[src/rtl/adcsq_pkg.sv]
// Purpose: Constants for the converter scan/trigger sequencer.
// Assumes: One state is one clk cycle of the 250 MHz system clock.
// Notes: Counts are in states, as the converter timing is specified.
// How it works
// - Scan starts on channel 0 once start bit is set by software or trigger.
// - Each finished channel's result lands in that channel's own data register.
// - After the whole group, set end flag; interrupt if end enable set.
// - After the last channel, restart at the first channel unprompted.
// - Scan keeps start bit set and repeats while it stays one.
// - Clearing the start bit during scanning stops conversion.
// - Start delay, then sample-and-hold, then successive approximation.
// - Start delay is 6 to 9 states (speed 0) or 4 to 5 (speed 1).
// - Conversion time includes delay and sampling: 31 or 15 states.
// - Single conversion takes 131..134 states (speed 0) or 69..70 (speed 1).
// - Start delay varies with the timing of the start write.
// - Later scan conversions take fixed 128 or 66 states.
// - Trigger pin is ignored unless external trigger enable is one.
// - Enabled trigger falling edge sets start bit; source must make that edge.
// - Triggered conversion behaves exactly like a software start.
// - Result is 10-bit unsigned, zero at minimum, all ones at full scale.
// - Single mode converts once, clears start bit, returns to idle.
package adcsq_pkg;
  localparam int ADCSQ_RES_BITS = 10;
  localparam int ADCSQ_NUM_CH = 4;
  localparam int ADCSQ_CNT_W = 8;
  // Start delay: base plus write phase
  localparam logic [7:0] ADCSQ_TD_MIN_S0 = 8'h06;
  localparam logic [7:0] ADCSQ_TD_MAX_S0 = 8'h09;
  localparam logic [7:0] ADCSQ_TD_MIN_S1 = 8'h04;
  localparam logic [7:0] ADCSQ_TD_MAX_S1 = 8'h05;
  // Sampling period
  localparam logic [7:0] ADCSQ_SPL_S0 = 8'h1F;
  localparam logic [7:0] ADCSQ_SPL_S1 = 8'h0F;
  // Approximation: states per bit and closing tail
  localparam logic [7:0] ADCSQ_BIT_S0 = 8'h09;
  localparam logic [7:0] ADCSQ_TAIL_S0 = 8'h04;
  localparam logic [7:0] ADCSQ_BIT_S1 = 8'h05;
  localparam logic [7:0] ADCSQ_TAIL_S1 = 8'h00;
  // Whole conversion lengths
  localparam logic [7:0] ADCSQ_SCAN_S0 = 8'h80;
  localparam logic [7:0] ADCSQ_SCAN_S1 = 8'h42;
  localparam logic [1:0] ADCSQ_PHASE_MASK_S0 = 2'h3;
  localparam logic [1:0] ADCSQ_PHASE_MASK_S1 = 2'h1;
  localparam logic [9:0] ADCSQ_RESULT_RST = 10'h000;
  typedef enum logic [2:0] {
    ADCSQ_IDLE,
    ADCSQ_DELAY,
    ADCSQ_SAMPLE,
    ADCSQ_CONVERT,
    ADCSQ_GAP
  } adcsq_state_t;
endpackage

[src/rtl/adcsq_top.sv]
// Purpose: Single/scan conversion sequencer with external trigger start.
// Assumes: Software access arrives as one-cycle set/clear strobes on clk.
// Notes: Trigger pin is asynchronous and passes a three-stage filter.
`timescale 1ns/1ps
`default_nettype none
module adcsq_top import adcsq_pkg::*; #(
  parameter int NUM_CH = ADCSQ_NUM_CH,
  parameter int RES_BITS = ADCSQ_RES_BITS
) (
  input wire logic clk,
  input wire logic srst,
  input wire logic clk_en,
  input wire logic start_set,
  input wire logic start_clear,
  input wire logic end_flag_clear,
  input wire logic scan_mode,
  input wire logic [1:0] channel_select,
  input wire logic conversion_speed_select,
  input wire logic end_interrupt_enable,
  input wire logic external_trigger_enable,
  input wire logic external_trigger_pin_n,
  input wire logic comparator_in,
  output logic conversion_start_bit,
  output logic conversion_end_flag,
  output logic conversion_end_interrupt,
  output logic [1:0] analog_channel,
  output logic sample_hold_enable,
  output logic [RES_BITS-1:0] dac_code,
  output logic result_write,
  output logic [NUM_CH*RES_BITS-1:0] result_data
);
  if (NUM_CH != ADCSQ_NUM_CH) begin : g_bad_ch
    $error("adcsq_top: channel count must be four");
  end
  if (RES_BITS != ADCSQ_RES_BITS) begin : g_bad_res
    $error("adcsq_top: resolution must be ten bits");
  end

  // Delay base per speed, used only at run start
  function automatic logic [7:0] td_base(input logic spd);
    td_base = spd ? ADCSQ_TD_MIN_S1 : ADCSQ_TD_MIN_S0;
  endfunction

  function automatic logic [7:0] spl_len(input logic spd);
    spl_len = spd ? ADCSQ_SPL_S1 : ADCSQ_SPL_S0;
  endfunction

  function automatic logic [1:0] phase_mask(input logic spd);
    phase_mask = spd ? ADCSQ_PHASE_MASK_S1 : ADCSQ_PHASE_MASK_S0;
  endfunction

  // Gap before later scan samples: scan length less sampling, approximation
  // and the one store cycle that closes each conversion
  function automatic logic [7:0] gap_len(input logic spd);
    logic [7:0] approx;
    approx = 8'h00;
    if (spd) begin
      approx = 8'(ADCSQ_BIT_S1 * 8'(RES_BITS) + ADCSQ_TAIL_S1);
      gap_len = ADCSQ_SCAN_S1 - ADCSQ_SPL_S1 - approx - 8'h01;
    end else begin
      approx = 8'(ADCSQ_BIT_S0 * 8'(RES_BITS) + ADCSQ_TAIL_S0);
      gap_len = ADCSQ_SCAN_S0 - ADCSQ_SPL_S0 - approx - 8'h01;
    end
  endfunction

  adcsq_state_t state_q;
  logic [7:0] cnt_q;
  logic [1:0] phase_q;
  // Channel pointer and last channel of the group
  logic [1:0] ch_q;
  logic [1:0] last_ch_q;
  logic scan_q;
  logic spd_q;
  logic trg_s1_q;
  logic trg_s2_q;
  logic trg_s3_q;
  logic trg_lvl_q;
  logic trg_fall;
  logic start_req;
  logic sar_go;
  logic sar_done;
  logic run_begin;
  logic store_now;
  logic [RES_BITS-1:0] sar_result;
  logic pass_end;
  logic single_end;
  logic [RES_BITS-1:0] result_q [NUM_CH];

  // Three-stage pin filter; only stage two feeds stage three
  always_ff @(posedge clk) begin
    if (srst) begin
      trg_s1_q <= 1'b1;
      trg_s2_q <= 1'b1;
      trg_s3_q <= 1'b1;
    end else if (clk_en) begin
      trg_s1_q <= external_trigger_pin_n;
      trg_s2_q <= trg_s1_q;
      trg_s3_q <= trg_s2_q;
    end
  end

  always_ff @(posedge clk) begin
    if (srst) begin
      trg_lvl_q <= 1'b1;
    end else if (clk_en) begin
      if (trg_s2_q == trg_s3_q) begin
        trg_lvl_q <= trg_s3_q;
      end
    end
  end

  // Pin activity counts only with trigger enabled
  assign trg_fall = external_trigger_enable && trg_lvl_q
                    && (trg_s2_q == trg_s3_q) && !trg_s3_q;
  // Trigger start is the same request as a software write
  assign start_req = start_set || trg_fall;

  // Free phase of the state clock; start write timing picks delay
  always_ff @(posedge clk) begin
    if (srst) begin
      phase_q <= 2'h0;
    end else if (clk_en) begin
      phase_q <= phase_q + 2'h1;
    end
  end

  assign run_begin = (state_q == ADCSQ_IDLE) && conversion_start_bit;
  // A result counts only if the run is still on at the done pulse
  assign store_now = sar_done && (state_q == ADCSQ_CONVERT) && conversion_start_bit;
  assign pass_end = store_now && (ch_q == last_ch_q);
  assign single_end = pass_end && !scan_q;

  // Start bit: set wins over any clear in the same cycle
  always_ff @(posedge clk) begin
    if (srst) begin
      conversion_start_bit <= 1'b0;
    end else if (clk_en) begin
      if (start_req) begin
        conversion_start_bit <= 1'b1;
      end else if (start_clear) begin
        conversion_start_bit <= 1'b0;
      end else if (single_end) begin
        conversion_start_bit <= 1'b0;
      end
    end
  end

  // Scan leaves start bit alone at pass end
  always_ff @(posedge clk) begin
    if (srst) begin
      conversion_end_flag <= 1'b0;
    end else if (clk_en) begin
      if (pass_end) begin
        conversion_end_flag <= 1'b1;
      end else if (end_flag_clear) begin
        conversion_end_flag <= 1'b0;
      end
    end
  end

  assign conversion_end_interrupt = conversion_end_flag && end_interrupt_enable;

  // Mode and speed are latched at run start; software must clear the
  // start bit before changing them
  always_ff @(posedge clk) begin
    if (srst) begin
      scan_q <= 1'b0;
      spd_q <= 1'b0;
    end else if (clk_en) begin
      if (run_begin) begin
        scan_q <= scan_mode;
        spd_q <= conversion_speed_select;
      end
    end
  end

  // Channel pointer: single holds the selected channel, scan walks the group
  always_ff @(posedge clk) begin
    if (srst) begin
      ch_q <= 2'h0;
      last_ch_q <= 2'h0;
    end else if (clk_en) begin
      if (run_begin) begin
        last_ch_q <= channel_select;
        if (scan_mode) begin
          ch_q <= 2'h0;
        end else begin
          ch_q <= channel_select;
        end
      end else if (store_now && scan_q) begin
        if (ch_q == last_ch_q) begin
          ch_q <= 2'h0;
        end else begin
          ch_q <= ch_q + 2'h1;
        end
      end
    end
  end

  // Sequencer state; unused encodings fall back to idle
  always_ff @(posedge clk) begin
    if (srst) begin
      state_q <= ADCSQ_IDLE;
    end else if (clk_en) begin
      unique case (state_q)
        ADCSQ_IDLE: begin
          if (conversion_start_bit) begin
            state_q <= ADCSQ_DELAY;
          end
        end
        ADCSQ_DELAY: begin
          if (!conversion_start_bit) begin
            state_q <= ADCSQ_IDLE;
          end else if (cnt_q == 8'h00) begin
            state_q <= ADCSQ_SAMPLE;
          end
        end
        ADCSQ_SAMPLE: begin
          if (!conversion_start_bit) begin
            state_q <= ADCSQ_IDLE;
          end else if (cnt_q == 8'h00) begin
            state_q <= ADCSQ_CONVERT;
          end
        end
        ADCSQ_CONVERT: begin
          if (!conversion_start_bit) begin
            state_q <= ADCSQ_IDLE;
          end else if (sar_done) begin
            if (!scan_q) begin
              state_q <= ADCSQ_IDLE;
            end else if (gap_len(spd_q) == 8'h00) begin
              // Fast scan has no gap: the next sample follows the store
              state_q <= ADCSQ_SAMPLE;
            end else begin
              state_q <= ADCSQ_GAP;
            end
          end
        end
        ADCSQ_GAP: begin
          if (!conversion_start_bit) begin
            state_q <= ADCSQ_IDLE;
          end else if (cnt_q == 8'h00) begin
            state_q <= ADCSQ_SAMPLE;
          end
        end
        default: begin
          state_q <= ADCSQ_IDLE;
        end
      endcase
    end
  end

  // State counter, loaded with one less than the length of the next state
  always_ff @(posedge clk) begin
    if (srst) begin
      cnt_q <= 8'h00;
    end else if (clk_en) begin
      unique case (state_q)
        ADCSQ_IDLE: begin
          if (conversion_start_bit) begin
            // Cycle of the start counts as the first delay state
            cnt_q <= td_base(conversion_speed_select)
                     + {6'h00, phase_q & phase_mask(conversion_speed_select)}
                     - 8'h02;
          end
        end
        ADCSQ_DELAY, ADCSQ_GAP: begin
          if (cnt_q == 8'h00) begin
            cnt_q <= spl_len(spd_q) - 8'h01;
          end else begin
            cnt_q <= cnt_q - 8'h01;
          end
        end
        ADCSQ_SAMPLE: begin
          if (cnt_q != 8'h00) begin
            cnt_q <= cnt_q - 8'h01;
          end
        end
        ADCSQ_CONVERT: begin
          if (sar_done) begin
            // Later passes use the fixed length
            if (gap_len(spd_q) == 8'h00) begin
              cnt_q <= spl_len(spd_q) - 8'h01;
            end else begin
              cnt_q <= gap_len(spd_q) - 8'h01;
            end
          end
        end
        default: begin
          cnt_q <= 8'h00;
        end
      endcase
    end
  end

  // Approximation starts on the last sample state
  assign sar_go = clk_en && (state_q == ADCSQ_SAMPLE) && (cnt_q == 8'h00)
                  && conversion_start_bit;

  assign analog_channel = ch_q;
  assign sample_hold_enable = (state_q == ADCSQ_SAMPLE);

  // Held in reset while idle, so a stopped run leaves no half-built code
  adcsq_sar #(
    .RES_BITS(RES_BITS)
  ) u_sar (
    .clk(clk),
    .srst(srst || (state_q == ADCSQ_IDLE)),
    .clk_en(clk_en),
    .go(sar_go),
    .speed_select(spd_q),
    .comparator_in(comparator_in),
    .dac_code(dac_code),
    .busy(),
    .done(sar_done),
    .result(sar_result)
  );

  // One data register per channel; hazard: a stopped run leaves old data
  for (genvar gi = 0; gi < NUM_CH; gi++) begin : g_res
    always_ff @(posedge clk) begin
      if (srst) begin
        result_q[gi] <= ADCSQ_RESULT_RST;
      end else if (clk_en) begin
        // Channel pointer still names the finished channel here
        if (store_now && (ch_q == 2'(gi))) begin
          result_q[gi] <= sar_result;
        end
      end
    end
    assign result_data[gi*RES_BITS +: RES_BITS] = result_q[gi];
  end

  always_ff @(posedge clk) begin
    if (srst) begin
      result_write <= 1'b0;
    end else if (clk_en) begin
      result_write <= store_now;
    end
  end
endmodule
`default_nettype wire

[src/rtl/adcsq_sar.sv]
// Purpose: Successive-approximation register for the converter.
// Assumes: Comparator output is settled logic on clk.
// Notes: Busy for 10 bit slots plus a tail after go; speed 1 has no tail.
`timescale 1ns/1ps
`default_nettype none
module adcsq_sar import adcsq_pkg::*; #(
  parameter int RES_BITS = ADCSQ_RES_BITS
) (
  input wire logic clk,
  input wire logic srst,
  input wire logic clk_en,
  input wire logic go,
  input wire logic speed_select,
  input wire logic comparator_in,
  output logic [RES_BITS-1:0] dac_code,
  output logic busy,
  output logic done,
  output logic [RES_BITS-1:0] result
);
  logic [7:0] cnt_q;
  logic [3:0] bit_q;
  logic tail_q;
  logic [7:0] slot_len;
  logic [7:0] tail_len;

  assign slot_len = speed_select ? ADCSQ_BIT_S1 : ADCSQ_BIT_S0;
  assign tail_len = speed_select ? ADCSQ_TAIL_S1 : ADCSQ_TAIL_S0;
  assign result = dac_code;

  always_ff @(posedge clk) begin
    if (srst) begin
      cnt_q <= 8'h00;
      bit_q <= 4'h0;
      tail_q <= 1'b0;
      busy <= 1'b0;
      done <= 1'b0;
      dac_code <= '0;
    end else if (clk_en) begin
      done <= 1'b0;
      if (go) begin
        busy <= 1'b1;
        tail_q <= 1'b0;
        cnt_q <= 8'h01;
        bit_q <= 4'(RES_BITS - 1);
        dac_code <= '0;
        dac_code[RES_BITS-1] <= 1'b1;
      end else if (busy && !tail_q) begin
        if (cnt_q == slot_len) begin
          // Keep trial bit only while input is above the DAC level
          dac_code[bit_q] <= comparator_in;
          cnt_q <= 8'h01;
          if (bit_q == 4'h0) begin
            tail_q <= 1'b1;
            if (tail_len == 8'h00) begin
              busy <= 1'b0;
              done <= 1'b1;
            end
          end else begin
            bit_q <= bit_q - 4'h1;
            dac_code[bit_q - 4'h1] <= 1'b1;
          end
        end else begin
          cnt_q <= cnt_q + 8'h01;
        end
      end else if (busy) begin
        if (cnt_q == tail_len) begin
          busy <= 1'b0;
          done <= 1'b1;
        end else begin
          cnt_q <= cnt_q + 8'h01;
        end
      end
    end
  end
endmodule
`default_nettype wire

[config.mk]
export PLATFORM = sky130hd
export DESIGN_NAME = adcsq_top
export DESIGN_NICKNAME = d
export VERILOG_FILES = /design/src/rtl/adcsq_pkg.sv /design/src/rtl/adcsq_top.sv /design/src/rtl/adcsq_sar.sv
export SDC_FILE = /design/constraint.sdc
export NUM_CORES = 1
export LEC_CHECK = 0
export BUFFER_PORTS_ARGS = -buffer_cell sky130_fd_sc_hd__buf_4
export CAP_MARGIN = 20
export CORE_UTILIZATION = 57
export CTS_CLUSTER_DIAMETER = 40
export DETAILED_ROUTE_END_ITERATION = 7
export GPL_TIMING_DRIVEN = 1
export PLACE_DENSITY_LB_ADDON = 0.12
export SETUP_SLACK_MARGIN = 0.4
export SYNTH_ARGS = -nofsm -noshare
export SYNTH_HDL_FRONTEND = slang
export SYNTH_SLANG_ARGS = --single-unit
[constraint.sdc]
create_clock -name clk -period 2.6 [get_ports clk]
set_input_delay 0.52 -clock clk [delete_from_list [all_inputs] [get_ports clk]]
set_output_delay 0.52 -clock clk [all_outputs]
set_load 0.005 [all_outputs]
==> impl_metrics.ini <==
[yosys]
synthFlopType = dfxtp_1
syn-instance-count = 488
async_reset_ff_frac = 0
synth_cell_type_count = 75
seq_area_frac_synth = 0.467
synth_edf_count = 40
yosysWarnings = 0
synth_fp_nets = 516
synth_area_per_cell_um2 = 9.76
synth-seq-cells = 91
syn_area_um2 = 4760

[grt]
antenna_found_initial = 0
gr-total-overflow = 0
grt_max_degree = 41
grt_first_pass_wirelength_um = 17000
first_global_vias = 3518
grt_use_total = 0.250

[cells_and_area]
num-nets-final = 568
syn_to_final_growth_pct = 15.9
nFillCells = 604
layout_commonest_cell = buf_4
layout-drive-gt1-share = 0.211
antennaDiodeCount = 0
final_util = 0.700
layout_common_cells = buf_4, dfxtp_1, and3_1, edfxtp_1, nor2_1

[worst_setup_path]
worst_path_max_delay_cell = dfxtp_1
crit_arrival_ns = 2.36
worstPathRequired_ns = 2.87
startpoint_type = register
crit_top_cell = inv_1
crit_chain = inv_1, ha_1, inv_1, mux2_2, a221o_1, a22o_1
critPathMaxStageDelay_ns = 0.55
cp_max_fo = 10
crit_type = register to register
crit_path_end_kind = register

[floorplanning]
dieWidth_um = 93.4
std_cell_rows = 32
start_util = 0.604
ios = 71
die_area_um2 = 8730
core_area_um2 = 7890
dieHeight_um = 93.4

[timing]
fin_skew_ns = 0.0128
final-max-slew-violation-count = 0
fin_crit_ns = 2.09
tns_ns = 0
rsz0062_at_grt = false
fmax_ghz = 0.478
slew_headroom = 0.589
worst_pin_slew_ns = 0.616
hold_viol = 0
setup_violations = 0
fin_crit_sh = 0.805

[pwr]
leakagePower_nw = 2.31
p_per_area_nw_per_um2 = 506
ir_worst_vdd_v = 0.000319
p_total_w = 0.00279

[clock_network]
clock_path_buffers = 2
cts_root_buf = clkbuf_8
numCtsBuffers = 9
cts_sinks = 91
cts_tree = built
cts_max_level = 3
clock_latency_ns = 0.37
postCtsSetupBuffers = 0
holdBufCountCts = 0
clk_pin_slew_ns = 0.10

[detailed_routing]
drt_first_pass_iters = 5
wirelength_um = 10500
wl_per_cell_um = 16.2
viasPerCell = 5.94
drt_iter0_drc = 207
vias = 3842
drcViolationCount = 0
drtAntennaViolNets = 0

[placed_design]
io_buffer_count = 70
place_congestion = 0.859
hpwl_um = 7400

[run]
cap_violations = 0

[hold_path]
min_path_type = input port to register

[status]
status = complete, no violations
## final cells by class
class	instances	area [µm²]	area share
clock inverters	7	67.6	0.0122
well taps	102	128	0.0231
inverters	17	66.3	0.0120
flip-flops and latches	91	2230	0.403
clock buffers	9	124	0.0224
repair buffers	75	563	0.102
multi-input cells	346	2350	0.425
## flip-flops by register name, indices dropped and copies added (netlist names), 2 cells and up
register / cells
result_q: 40
u_sar.dac_code: 10
cnt_q: 8
u_sar.cnt_q: 8
u_sar.bit_q: 4
state_q: 3
analog_channel: 2
last_ch_q: 2
phase_q: 2
## synthesized netlist by cell type, types with 5 or more instances
master    instances  area share
a211oi_1          6      0.0095
a21o_1            7       0.011
a21oi_1          29       0.030
a22o_1            6       0.011
a31oi_1           6      0.0079
and2_1            5      0.0066
and3_1           41       0.054
clkbuf_1         26       0.020
dfxtp_1          51        0.21
edfxtp_1         40        0.25
ha_1             14       0.037
inv_1            15       0.012
mux2i_1          10       0.021
nand2_1          37       0.029
nand3_1          15       0.016
nor2_1           41       0.032
nor2b_1           7      0.0092
nor3_1            8      0.0084
o21ai_0          20       0.021
xnor2_1           7       0.013
xor2_1            8       0.015
## power by group
group / switching [W] / internal, W
clock network: 0.000550 / 0.000374
logic: 0.000156 / 0.000136
registers: 0.0000393 / 0.00154
total: 0.000745 / 0.00205
## per-stage QoR
step | worst slack (ns) | area (µm²) | cells | hold slack (ns)
floorplan | 0.554 | 4760 | 488 | 0.431
global route | 0.407 | 5520 | 647 | 0.351
global placement | 0.531 | 5310 | 631 | 0.436
detailed placement | 0.508 | 5310 | 631 | 0.448
finish | 0.507 | 5520 | 647 | 0.356
CTS | 0.504 | 5510 | 647 | 0.346
## what timing repair did
item | CTS | global route
pin swaps | 0 | 0
endpoints found under the setup margin | 1 | 11
endpoints found under the hold margin | 0 | 0
resized for setup | 1 | 6
## kinds of logic after synthesis
logic type	share of synthesized area
fa+ha+maj	0.0368
mux	0.0234
simple gates	0.225
buf+inv	0.0449
compound gates	0.176
xor+xnor	0.0276
flops	0.467
## metal layers
metal / part of all wire / global-route usage / vias up
met4: 0.027 / 0.117 / 0
met3: 0.051 / 0.0439 / 22
met1: 0.45 / 0.327 / 1790
met2: 0.47 / 0.403 / 129
li1: - / - / 1901
met5: 0 / 0 / -
## worst paths after layout
kind                           from           endpoint  slack, ns  cells past startpoint
max reg2reg          u_sar.bit_q[1]  u_sar.dac_code[6]       0.51                      6
max                  u_sar.bit_q[1]  u_sar.dac_code[6]       0.51                      6
min          external_trigger_pin_n           trg_s1_q       0.36                      2
min reg2reg                trg_s1_q           trg_s2_q       0.47                      1
## critical path, delay by kind of cell, from the launching register on
family,cells,cell delay [ns]
flops,1,0.55
compound gates,2,0.54
mux,1,0.39
buf+inv,2,0.31
fa+ha+maj,1,0.21
(Power assumes the default switching activity.)
